--- src/pkg/urx_pkg.sv ---
// Package with register map, field positions, state and carrier types of the receiver
package urx_pkg;
    // Register byte offsets
    localparam logic [4:0] URX_DATA_OFS   = 5'h00;
    localparam logic [4:0] URX_STAT_A_OFS = 5'h04;
    localparam logic [4:0] URX_CTRL_B_OFS = 5'h08;
    localparam logic [4:0] URX_CTRL_C_OFS = 5'h0c;
    localparam logic [4:0] URX_DIV_OFS    = 5'h10;
    // control_status_a fields
    localparam int URX_A_RXC_POS = 7;
    localparam int URX_A_FE_POS  = 4;
    localparam int URX_A_DOR_POS = 3;
    localparam int URX_A_PE_POS  = 2;
    localparam int URX_A_DS_POS  = 1;
    // control_status_b fields
    localparam int URX_B_IE_POS  = 7;
    localparam int URX_B_EN_POS  = 4;
    localparam int URX_B_SZ2_POS = 2;
    localparam int URX_B_RB8_POS = 1;
    // control_status_c fields
    localparam int URX_C_PEN_POS = 5;
    localparam int URX_C_ODD_POS = 4;
    localparam int URX_C_SB_POS  = 3;
    localparam int URX_C_SZL_POS = 1;
    // Reset values
    localparam logic [15:0] URX_DIV_RST  = 16'h0000;
    localparam logic [2:0]  URX_SIZE_RST = 3'h3;
    // Samples per bit, voting window and character size decoding
    localparam logic [4:0] URX_SPB_NORMAL  = 5'h10;
    localparam logic [4:0] URX_SPB_DOUBLE  = 5'h08;
    localparam logic [4:0] URX_HALF_NORMAL = 5'h08;
    localparam logic [4:0] URX_HALF_DOUBLE = 5'h04;
    localparam logic [2:0] URX_SIZE_NINE   = 3'h7;
    localparam logic [3:0] URX_MIN_BITS    = 4'h5;

    typedef enum logic [1:0] {
        URX_IDLE  = 2'b00,
        URX_START = 2'b01,
        URX_DATA  = 2'b11,
        URX_STOP  = 2'b10
    } urx_state_t;

    typedef struct packed {
        logic       fe;
        logic       overrun_flag;
        logic       pe;
        logic [8:0] data;
    } urx_frame_t;

    typedef struct packed {
        logic        read;
        logic        write;
        logic [4:0]  address;
        logic [3:0]  byteenable;
        logic [31:0] writedata;
    } urx_avm_req_t;
endpackage : urx_pkg

--- src/hw/urx_async_receiver.sv ---
// Asynchronous serial receiver with two-entry buffer and Avalon-MM register slave
//
// Functional notes
// - Receive-complete reads one while an unread frame sits in the buffer.
// - Disabling the receiver stops reception, flushes buffer, clears flag, releases pin.
// - Interrupt requested while flag set, its enable set and global enable high.
// - Error flags travel in the buffer with their frame and advance with reads.
// - Writes to control_status_a never change the three error flags.
// - Error flags never raise an interrupt.
// - Frame error is the inverse of the first stop bit, independent of stop count.
// - Overrun set when buffer full, frame waiting, and another start bit accepted.
// - Overrun cleared when a frame moves into the buffer.
// - Parity checked only when enabled; result stored with the frame.
// - Parity error reads zero when disabled; describes the next readable frame.
// - Line sampled at 16x baud, or 8x in double speed.
// - Start bit voted on samples 8-10 (4-6); majority high rejects it.
// - Bit timing restarts on every accepted start bit.
// - Bit recovery counts 16 states per bit, or 8 in double speed.
// - Each bit is the majority of its three centre samples.
// - Only the first stop bit is checked; zero sets frame error.
// - Next start edge accepted right after stop voting; one sample later at double speed.
// - After the first stop bit the frame moves toward the buffer.
// - Unused high data bits read as zero.
//
// Added by the designer: the Avalon-MM register port and the placing of the registers.
`timescale 1ns/1ns
module urx_async_receiver (
    // Clock and reset
    input  wire logic                 sys_clk_i,
    input  wire logic                 nrst_i,
    // Avalon-MM slave
    input  wire urx_pkg::urx_avm_req_t avm_req_i,
    output logic [31:0]               avm_readdata_o,
    output logic                      avm_waitrequest_o,
    // Serial line and system
    input  wire logic                 rxd_i,
    input  wire logic                 global_irq_enable_i,
    output logic                      rx_irq_o,
    output logic                      rxd_override_o
);
    // Control registers
    logic                   receiver_enable;
    logic                   receive_done_irq_enable;
    logic                   double_speed_select;
    logic                   parity_enable_bit;
    logic                   odd_parity_select;
    logic                   stop_bit_count_select;
    logic [2:0]             character_size_field;
    logic [15:0]            baud_div;
    // Bus handshake
    logic                   ack;
    logic                   req;
    logic                   acc;
    logic                   rd_had;
    // Line sampling
    logic                   rxd_meta;
    logic                   rxd_s;
    logic [15:0]            tcnt;
    logic                   tick;
    // Recovery state
    urx_pkg::urx_state_t    state;
    logic [4:0]             scnt;
    logic [3:0]             bidx;
    logic [8:0]             rx_bits;
    logic                   pbit;
    logic                   v0;
    logic                   v1;
    logic                   maj;
    logic [4:0]             spb;
    logic [4:0]             half;
    logic                   vote_hi;
    logic [3:0]             nbits;
    logic [3:0]             last_bit;
    logic                   start_ok;
    logic                   done;
    // Shift register hold and buffer
    logic                   pend_valid;
    urx_pkg::urx_frame_t    pend;
    logic                   lost;
    urx_pkg::urx_frame_t    buf_q [2];
    logic                   rd_ptr;
    logic [1:0]             cnt;
    logic                   wr_idx;
    logic                   push;
    logic                   pop;
    logic                   rxc;
    urx_pkg::urx_frame_t    head;
    logic [31:0]            next_rdata;

    // One wait state per access keeps read data registered
    assign req               = avm_req_i.read | avm_req_i.write;
    assign avm_waitrequest_o = req & ~ack;
    assign acc               = req & ack;

    always_ff @(posedge sys_clk_i or negedge nrst_i) begin
        if (!nrst_i) begin
            ack <= 1'b0;
        end else begin
            ack <= req & ~ack;
        end
    end

    // Control register writes
    always_ff @(posedge sys_clk_i or negedge nrst_i) begin
        if (!nrst_i) begin
            receiver_enable         <= 1'b0;
            receive_done_irq_enable <= 1'b0;
            double_speed_select     <= 1'b0;
            parity_enable_bit       <= 1'b0;
            odd_parity_select       <= 1'b0;
            stop_bit_count_select   <= 1'b0;
            character_size_field    <= urx_pkg::URX_SIZE_RST;
            baud_div                <= urx_pkg::URX_DIV_RST;
        end else if (acc && avm_req_i.write && avm_req_i.byteenable[0]) begin
            unique case (avm_req_i.address)
                urx_pkg::URX_STAT_A_OFS: begin
                    // Error flag positions are read-only here
                    double_speed_select <= avm_req_i.writedata[urx_pkg::URX_A_DS_POS];
                end
                urx_pkg::URX_CTRL_B_OFS: begin
                    receive_done_irq_enable <= avm_req_i.writedata[urx_pkg::URX_B_IE_POS];
                    receiver_enable         <= avm_req_i.writedata[urx_pkg::URX_B_EN_POS];
                    character_size_field[2] <= avm_req_i.writedata[urx_pkg::URX_B_SZ2_POS];
                end
                urx_pkg::URX_CTRL_C_OFS: begin
                    parity_enable_bit         <= avm_req_i.writedata[urx_pkg::URX_C_PEN_POS];
                    odd_parity_select         <= avm_req_i.writedata[urx_pkg::URX_C_ODD_POS];
                    stop_bit_count_select     <= avm_req_i.writedata[urx_pkg::URX_C_SB_POS];
                    character_size_field[1:0] <=
                        avm_req_i.writedata[urx_pkg::URX_C_SZL_POS +: 2];
                end
                urx_pkg::URX_DIV_OFS: begin
                    baud_div[7:0] <= avm_req_i.writedata[7:0];
                    if (avm_req_i.byteenable[1]) begin
                        baud_div[15:8] <= avm_req_i.writedata[15:8];
                    end
                end
                default: begin
                end
            endcase
        end
    end

    // Status view of the buffer head
    assign rxc  = (cnt != 2'd0);
    assign head = buf_q[rd_ptr];

    always_comb begin
        next_rdata = 32'h0000_0000;
        unique case (avm_req_i.address)
            urx_pkg::URX_DATA_OFS: begin
                // Cleared shifter keeps unused high bits at zero
                next_rdata[7:0] = rxc ? head.data[7:0] : 8'h00;
            end
            urx_pkg::URX_STAT_A_OFS: begin
                next_rdata[urx_pkg::URX_A_RXC_POS] = rxc;
                next_rdata[urx_pkg::URX_A_FE_POS]  = rxc & head.fe;
                next_rdata[urx_pkg::URX_A_DOR_POS] = rxc & head.overrun_flag;
                next_rdata[urx_pkg::URX_A_PE_POS]  = rxc & head.pe & parity_enable_bit;
                next_rdata[urx_pkg::URX_A_DS_POS]  = double_speed_select;
            end
            urx_pkg::URX_CTRL_B_OFS: begin
                next_rdata[urx_pkg::URX_B_IE_POS]  = receive_done_irq_enable;
                next_rdata[urx_pkg::URX_B_EN_POS]  = receiver_enable;
                next_rdata[urx_pkg::URX_B_SZ2_POS] = character_size_field[2];
                next_rdata[urx_pkg::URX_B_RB8_POS] = rxc & head.data[8];
            end
            urx_pkg::URX_CTRL_C_OFS: begin
                next_rdata[urx_pkg::URX_C_PEN_POS]         = parity_enable_bit;
                next_rdata[urx_pkg::URX_C_ODD_POS]         = odd_parity_select;
                next_rdata[urx_pkg::URX_C_SB_POS]          = stop_bit_count_select;
                next_rdata[urx_pkg::URX_C_SZL_POS +: 2]    = character_size_field[1:0];
            end
            urx_pkg::URX_DIV_OFS: begin
                next_rdata[15:0] = baud_div;
            end
            default: begin
                next_rdata = 32'h0000_0000;
            end
        endcase
    end

    // Read data captured in the wait cycle, with the emptiness it saw
    always_ff @(posedge sys_clk_i or negedge nrst_i) begin
        if (!nrst_i) begin
            avm_readdata_o <= 32'h0000_0000;
            rd_had         <= 1'b0;
        end else if (req && !ack) begin
            avm_readdata_o <= next_rdata;
            rd_had         <= rxc;
        end
    end

    // Pin synchroniser
    always_ff @(posedge sys_clk_i or negedge nrst_i) begin
        if (!nrst_i) begin
            rxd_meta <= 1'b1;
            rxd_s    <= 1'b1;
        end else begin
            rxd_meta <= rxd_i;
            rxd_s    <= rxd_meta;
        end
    end

    // Oversampling tick
    assign tick = (tcnt == baud_div);

    always_ff @(posedge sys_clk_i or negedge nrst_i) begin
        if (!nrst_i) begin
            tcnt <= 16'h0000;
        end else if (!receiver_enable || tick) begin
            tcnt <= 16'h0000;
        end else begin
            tcnt <= tcnt + 16'h0001;
        end
    end

    // Sampling geometry
    assign spb      = double_speed_select ? urx_pkg::URX_SPB_DOUBLE
                                          : urx_pkg::URX_SPB_NORMAL;
    assign half     = double_speed_select ? urx_pkg::URX_HALF_DOUBLE
                                          : urx_pkg::URX_HALF_NORMAL;
    assign vote_hi  = (scnt == half + 5'd2);
    assign maj      = (v0 & v1) | (v0 & rxd_s) | (v1 & rxd_s);
    assign nbits    = (character_size_field == urx_pkg::URX_SIZE_NINE) ? 4'd9
                    : urx_pkg::URX_MIN_BITS + {2'b00, character_size_field[1:0]};
    assign last_bit = nbits - {3'b000, ~parity_enable_bit};
    // Tick runs on while disabled at divisor zero, so both strobes need the enable
    assign start_ok = tick && receiver_enable && state == urx_pkg::URX_START &&
                      vote_hi && !maj;
    assign done     = tick && receiver_enable && state == urx_pkg::URX_STOP &&
                      vote_hi;

    // Bit recovery machine
    always_ff @(posedge sys_clk_i or negedge nrst_i) begin
        if (!nrst_i) begin
            state   <= urx_pkg::URX_IDLE;
            scnt    <= 5'd0;
            bidx    <= 4'd0;
            rx_bits <= 9'h000;
            pbit    <= 1'b0;
            v0      <= 1'b0;
            v1      <= 1'b0;
        end else if (!receiver_enable) begin
            state <= urx_pkg::URX_IDLE;
            scnt  <= 5'd0;
        end else if (tick) begin
            if (scnt == half) begin
                v0 <= rxd_s;
            end
            if (scnt == half + 5'd1) begin
                v1 <= rxd_s;
            end
            unique case (state)
                urx_pkg::URX_IDLE: begin
                    if (!rxd_s) begin
                        // This was sample one, so the counter names sample two next
                        state   <= urx_pkg::URX_START;
                        scnt    <= 5'd2;
                        rx_bits <= 9'h000;
                        pbit    <= 1'b0;
                    end
                end
                urx_pkg::URX_START: begin
                    scnt <= scnt + 5'd1;
                    if (vote_hi && maj) begin
                        state <= urx_pkg::URX_IDLE;
                    end else if (scnt == spb) begin
                        state <= urx_pkg::URX_DATA;
                        scnt  <= 5'd1;
                        bidx  <= 4'd0;
                    end
                end
                urx_pkg::URX_DATA: begin
                    scnt <= scnt + 5'd1;
                    if (vote_hi) begin
                        if (bidx < nbits) begin
                            rx_bits[bidx] <= maj;
                        end else begin
                            pbit <= maj;
                        end
                    end
                    if (scnt == spb) begin
                        scnt <= 5'd1;
                        bidx <= bidx + 4'd1;
                        if (bidx == last_bit) begin
                            state <= urx_pkg::URX_STOP;
                        end
                    end
                end
                urx_pkg::URX_STOP: begin
                    scnt <= scnt + 5'd1;
                    // Double speed needs one more sample before a new edge counts
                    if ((vote_hi && !double_speed_select) ||
                        (scnt == half + 5'd3)) begin
                        state <= urx_pkg::URX_IDLE;
                    end
                end
            endcase
        end
    end

    // Completed frame waits in the shift register hold
    always_ff @(posedge sys_clk_i or negedge nrst_i) begin
        if (!nrst_i) begin
            pend_valid <= 1'b0;
            pend       <= '0;
        end else if (!receiver_enable) begin
            pend_valid <= 1'b0;
        end else if (done && (!pend_valid || push)) begin
            pend_valid <= 1'b1;
            pend.fe    <= ~maj;
            pend.overrun_flag   <= 1'b0;
            pend.pe    <= parity_enable_bit &
                          (^rx_bits ^ pbit ^ odd_parity_select);
            pend.data  <= rx_bits;
        end else if (push) begin
            pend_valid <= 1'b0;
        end
    end

    // Frames lost while buffer and hold are full
    always_ff @(posedge sys_clk_i or negedge nrst_i) begin
        if (!nrst_i) begin
            lost <= 1'b0;
        end else if (!receiver_enable) begin
            lost <= 1'b0;
        end else if ((start_ok && pend_valid && cnt == 2'd2) ||
                     (done && pend_valid && !push)) begin
            lost <= 1'b1;
        end else if (push) begin
            lost <= 1'b0;
        end
    end

    // Two-entry receive buffer
    assign push   = pend_valid && (cnt != 2'd2);
    assign pop    = acc && avm_req_i.read &&
                    avm_req_i.address == urx_pkg::URX_DATA_OFS && rd_had;
    assign wr_idx = rd_ptr ^ cnt[0];

    always_ff @(posedge sys_clk_i or negedge nrst_i) begin
        if (!nrst_i) begin
            cnt    <= 2'd0;
            rd_ptr <= 1'b0;
        end else if (!receiver_enable) begin
            cnt    <= 2'd0;
            rd_ptr <= 1'b0;
        end else begin
            if (pop) begin
                rd_ptr <= ~rd_ptr;
            end
            if (push && !pop) begin
                cnt <= cnt + 2'd1;
            end else if (pop && !push) begin
                cnt <= cnt - 2'd1;
            end
        end
    end

    always_ff @(posedge sys_clk_i or negedge nrst_i) begin
        if (!nrst_i) begin
            buf_q[0] <= '0;
            buf_q[1] <= '0;
        end else if (push) begin
            buf_q[wr_idx]     <= pend;
            buf_q[wr_idx].overrun_flag <= lost;
        end
    end

    // Only receive-complete feeds the request line
    assign rx_irq_o       = receive_done_irq_enable & rxc & global_irq_enable_i;
    assign rxd_override_o = receiver_enable;
endmodule : urx_async_receiver

--- config.mk ---
export PLATFORM = sky130hd
export DESIGN_NAME = urx_async_receiver
export DESIGN_NICKNAME = d
export VERILOG_FILES = /design/src/pkg/urx_pkg.sv /design/src/hw/urx_async_receiver.sv
export SDC_FILE = /design/constraint.sdc
export NUM_CORES = 1
export LEC_CHECK = 0
export BUFFER_PORTS_ARGS = -buffer_cell sky130_fd_sc_hd__buf_4
export CORE_AREA = 2 2 110 112
export DETAILED_ROUTE_END_ITERATION = 8
export DIE_AREA = 0 0 112 114
export PLACE_DENSITY = 0.79
export SLEW_MARGIN = 10
export SYNTH_ARGS = -nofsm -noshare
export SYNTH_HDL_FRONTEND = slang
export SYNTH_SLANG_ARGS = --single-unit
--- constraint.sdc ---
create_clock -name sys_clk_i -period 3.12 [get_ports sys_clk_i]
set_clock_uncertainty 0.1 [all_clocks]
set_input_delay 0.156 -clock sys_clk_i [delete_from_list [all_inputs] [get_ports sys_clk_i]]
set_output_delay 0.156 -clock sys_clk_i [all_outputs]
set_load 0.02 [all_outputs]
Yosys cells after proc, flatten, opt, wreduce, memory -nomap -nowiden:

Cells that the tools add are included.

* add/subtract/negate cells: 10
* $mul: 0
* divide/modulo/power cells: 0
* $lt $le $gt $ge: 6
* equality and inequality tests: 34
* shift-type cells: 0
* muxes and demuxes: 62
* bitwise gates (word level): 25
* reduce and logical (&&, ||, !) cells: 54

Operator list (count)
* $bwmux W24: 2
* $mux W12: 4
* $mux W5: 6
* $mux W9: 3
* $demux W12 S1: 2
* $logic_and A1 B1 Y1: 24
* $reduce_and A6 Y1: 4
* $mux W2: 11
* $eq A5 B5 Y1: 4
* $mux W4: 5
* $pmux W5 S4: 1
* $pmux W9 S2: 1
* $add A16 B1 Y16 const B: 1
* $eq A16 B16 Y1: 1
* $mux W16: 1
* $mux W8: 2
* $ne A2 B2 Y1 const B: 7
* $and A1 B1 Y1: 13
* $reduce_and A2 Y1: 6
* $mux W1: 11
* $mux W11: 1
* $add A4 B2 Y5 const B: 2
* $eq A5 B4 Y1 const B: 2
* $pmux W2 S5: 1
* 43 further kinds: 76

* register bits after elaboration: 124
* bits in latches: 0
* RAM bits: 0
* ROM bits: 0
* input bits: 47
* memories kept: 0

Longest topological paths before layout:

* depth after elaboration: 10
* depth in mapped cells: 9

Least setup slack after synthesis:

No wires, ideal clock.

* path kind: register to register
* start point: register character_size_field[0]
* end point: register rx_bits[3]
* arrival time: 2.213 ns
* required time: 2.899 ns
* path slack: 0.686 ns
* stages on the path, launching flop included: 9
* cells stage by stage: dfstp_2 -> ha_1 -> inv_1 -> ha_1 -> o211a_1 -> o31a_1 -> o32ai_2 -> nand4_1 -> a22o_1

* longest elaborated chain between the ends: 5
* elaborated cells between the ends (all ways): 6
* classes of those cells: add/sub (1); order compare (1); eq/ne (2); mux (1); reduce/logical (1)

RTL lines
* from (decl): RTL line urx_async_receiver.sv:48 `logic [2:0] character_size_field;`
* from (signal assigned): RTL line urx_async_receiver.sv:112 `character_size_field <= urx_pkg::URX_SIZE_RST;`
* from (signal assigned): RTL line urx_async_receiver.sv:129 `character_size_field[1:0] <=`
* $add A3 B2 Y4 or $eq A3 B3 Y1 (tied branches): RTL line urx_async_receiver.sv:226, urx_async_receiver.sv:225
* $mux W4 *: RTL line urx_async_receiver.sv:225 `assign nbits = (character_size_field == urx_pkg::URX_SIZE_NINE) ? 4'd9`
* $lt A4 B4 Y1 *: RTL line urx_async_receiver.sv:277 `if (bidx < nbits) begin`
* $ne A2 B2 Y1 (no source line) *
* $reduce_and A6 Y1 (no source line) *
* to (signal, indexed assignment): RTL line urx_async_receiver.sv:278 `rx_bits[bidx] <= maj;`
* to (decl): RTL line urx_async_receiver.sv:64 `logic [8:0] rx_bits;`

Every way passes the cells marked *; elsewhere a longest branch is shown, timed or not.
A chain may end at the register's enable or synchronous reset.

Worst setup path after layout:

* start point: register character_size_field[0]
* end point: register rx_bits[7]

The elaborated chain is that of the path after synthesis.

==> impl_results.md <==
* Mean Syn Cell Area at 10.9 um^2
* Distinct cells, synth at 70
* Warning count from the yosys run at 0
* First-pass DRT Iterations at 7
* Root Driver: clkbuf_16
* Core area at 11700 um^2
* Mapped Cells at 604
* Clock power share at 41.2%
* Layout area overhead at 17.9%
* DRC viols at 0
* RSZ-0062 raised after global routing: false
* CTS tree: yes
* P_sw at 0.00152 W
* Crit share post-route at about 87%
* Synth Register Bits at 124
* CTS Buf Count at 17
* Crit-path max FO at 9
* Starting Density at 56.4%
* All-Layer GR Usage at around a quarter
* Comb power frac at 20.7%
* Worst path required time at between 3000 and 4000 ps
* I/O pin count at 82
* Crit start category: flip-flop
* Number of global-route vias before repair at 4864
* Worst hold path class: in2reg
* Sw Share at 30.5%
* Worst slew pin tran at 830 ps
* Detail Route Antenna Nets at 0
* Final Hold Viols at 0
* Clock sink count at 124
* Die width at about 110 um
* Pleak at 3.73 nW
* Avg WL per Cell at approximately 19 um
* Layout cells sized above 1 at 25.0%
* Die Ht at 114 um
* Fmax at 367 MHz
* Reg2Reg Depth at 8
* Gpl congestion at 0.889
* Async set-reset flop share out of synthesis at 100%
* Die ar. at ~13000 um^2
* Congestion Overflow GR at 0
* Setup-failing EPs final at 0
* Initial antenna violation count at 1
* Ys flop type: dfrtp_1
* Hold slack at about 38 ps
* Power Density at about 640 nW/um^2
* Flop-to-flop setup slack at a little under 400 ps
* Max_slew headroom at 44.7%
* R2r startpoint: character_size_field[0]
* Crit path capture type: flip-flop
* Clock Latency Late Sink at roughly 430 ps
* Int Pwr at around 0.0035 W
* Total Wirelength at ~16000 um
* Worst hold endpoint: avm_readdata_o[4]
* WHS Path Cells at 4
* Sequential area share after synthesis at 47.0%
* Crit Path Class: reg2reg
* Via-to-Cell Ratio at 5.99
* Tmin final at around 2700 ps
* Post-synth EDFFs at 0
* Row count at 40
* Arrival time worst endpoint at 2930 ps
* First-pass GRT wire length at between 20000 and 30000 um
* Mapped Area at roughly 6600 um^2
* Max cap viols at 0
* Hold Crit Start: avm_req_i[38]
* Pin count of the biggest net entering global routing at 65
* # nets final at 726
* Clk pin slew, worst setup/hold paths at ~60 ps
* Part of the power in registers at 38.0%
* Drt initial violations at 529
* Outcome: finished, final reports clean
* Worst VDD drop at approximately 0.00046 V
* Clock Path Buffers at 2
* H-tree Lvls at 4
* Vias after detailed routing at 4937
* Pins Over Slew Limit at 0
* Port bufs at 47
* Final core occ at between 60% and 70%
* TNS Setup at 0 ps
* Hpwl dp at 10300 um
* Critical R2R Capture: rx_bits[7]
-- worst max path at each step --
stage	startpoint	endpoint	slack, ps	depth (start not counted)
6_report	character_size_field[0]	rx_bits[7]	390	8
5_1_grt	character_size_field[0]	rx_bits[7]	230	8
4_1_cts	character_size_field[0]	rx_bits[7]	410	8
3_5_place_dp	character_size_field[0]	rx_bits[3]	440	8
3_3_place_gp	character_size_field[0]	rx_bits[3]	490	8
2_1_floorplan	character_size_field[0]	rx_bits[3]	690	8
-- synthesized netlist by cell type (10+ instances only) --
cell type / instances / share of area [%]
dfrtp_1: 120 / 45
nand2_1: 51 / 2.9
mux2_2: 48 / 8.2
nor2_1: 45 / 2.6
xor2_1: 25 / 3.3
xnor2_1: 23 / 3.0
nand4_1: 18 / 1.7
clkbuf_1: 17 / 0.97
nand3_1: 17 / 1.3
buf_4: 16 / 1.8
ha_1: 16 / 3.0
inv_1: 15 / 0.85
o21ai_0: 15 / 1.1
a31oi_1: 11 / 1.0
mux2i_1: 11 / 1.7
nor3_1: 10 / 0.76
-- metal layers --
layer	up-vias	track usage, %	wire length, um
li1	2257	-	-
met1	2421	32.2	6510
met2	223	43.8	7930
met3	36	6.16	885
met4	0	9.27	345
met5	-	0	0
-- power by group through the flow --
stage	clock [W]	sequential, W	combinational [W]
final	0.00205	0.00189	0.00103
after global routing	0.00213	0.00191	0.00114
after CTS	0.00205	0.00189	0.00102
after detailed placement	0	0.00191	0.000992
after global placement	0	0.00190	0.000958
after floorplan	0	0.00187	0.000800
-- area by class of cell --
cell class,instances,area (um^2)
Fill cell,830,3920
Multi-Input combinational cell,432,3230
Sequential cell,124,3110
Timing Repair Buffer,72,598
Clock buffer,23,478
Tap cell,147,184
Clock inverter,9,135
Inverter,16,60.1
Antenna cell,1,2.50
-- stage by stage --
step | total power (W) | instance area, um^2 | std cells | worst slack (ps)
6_report | 0.00498 | 7790 | 824 | 394
5_1_grt | 0.00518 | 7790 | 824 | 232
4_1_cts | 0.00496 | 7790 | 823 | 405
3_5_place_dp | 0.00291 | 7000 | 773 | 441
3_3_place_gp | 0.00286 | 7000 | 773 | 490
2_1_floorplan | 0.00267 | 6670 | 619 | 686
-- critical path, cell delays in order, from the launching register on --
cell and delay (ps):
dfstp_2 580, ha_1 240, inv_1 90, ha_1 240
o211a_1 220, o31a_1 140, o32ai_2 580, nand4_1 160
a22o_1 260
-- registers in the layout, indices dropped and copies added (netlist names), 2 cells and up --
name                  flops
avm_readdata_o           16
baud_div                 16
bidx                      4
buf_q                    24
character_size_field      3
cnt                       2
pend                     11
rx_bits                   9
scnt                      5
state                     2
tcnt                     16
-- layout by cell type, fill, tap and decap left out, drive strengths merged, types with 10 or more instances in the layout --
cell type and n:
a31oi 11, buf 54, clkbuf 23, conb 16, dfrtp 120, dlygate4sd3 18
ha 16, inv 16, mux2 59, mux2i 11, nand2 51, nand3 17
nand4 20, nor2 45, nor3 10, o21ai 16, xnor2 23, xor2 25
-- cells by family after synthesis --
kind of cell               synth area share [%]
xor gates and xnor gates                   6.70
muxes                                      12.2
buffers and inverters                      5.00
and+or+nand+nor                            16.0
other                                    0.0567
AOI/OAI and AO/OA                          9.86
adders and majority gates                  3.18
DFF                                        47.0
-- what timing repair did --
action                    4_1_cts  5_1_grt
gates resized for setup         0        0
hold buffers                   18        0
hold endpoints to repair       85        0
setup buffers                   0        0
No activity file was read; power rests on OpenSTA's default activity.
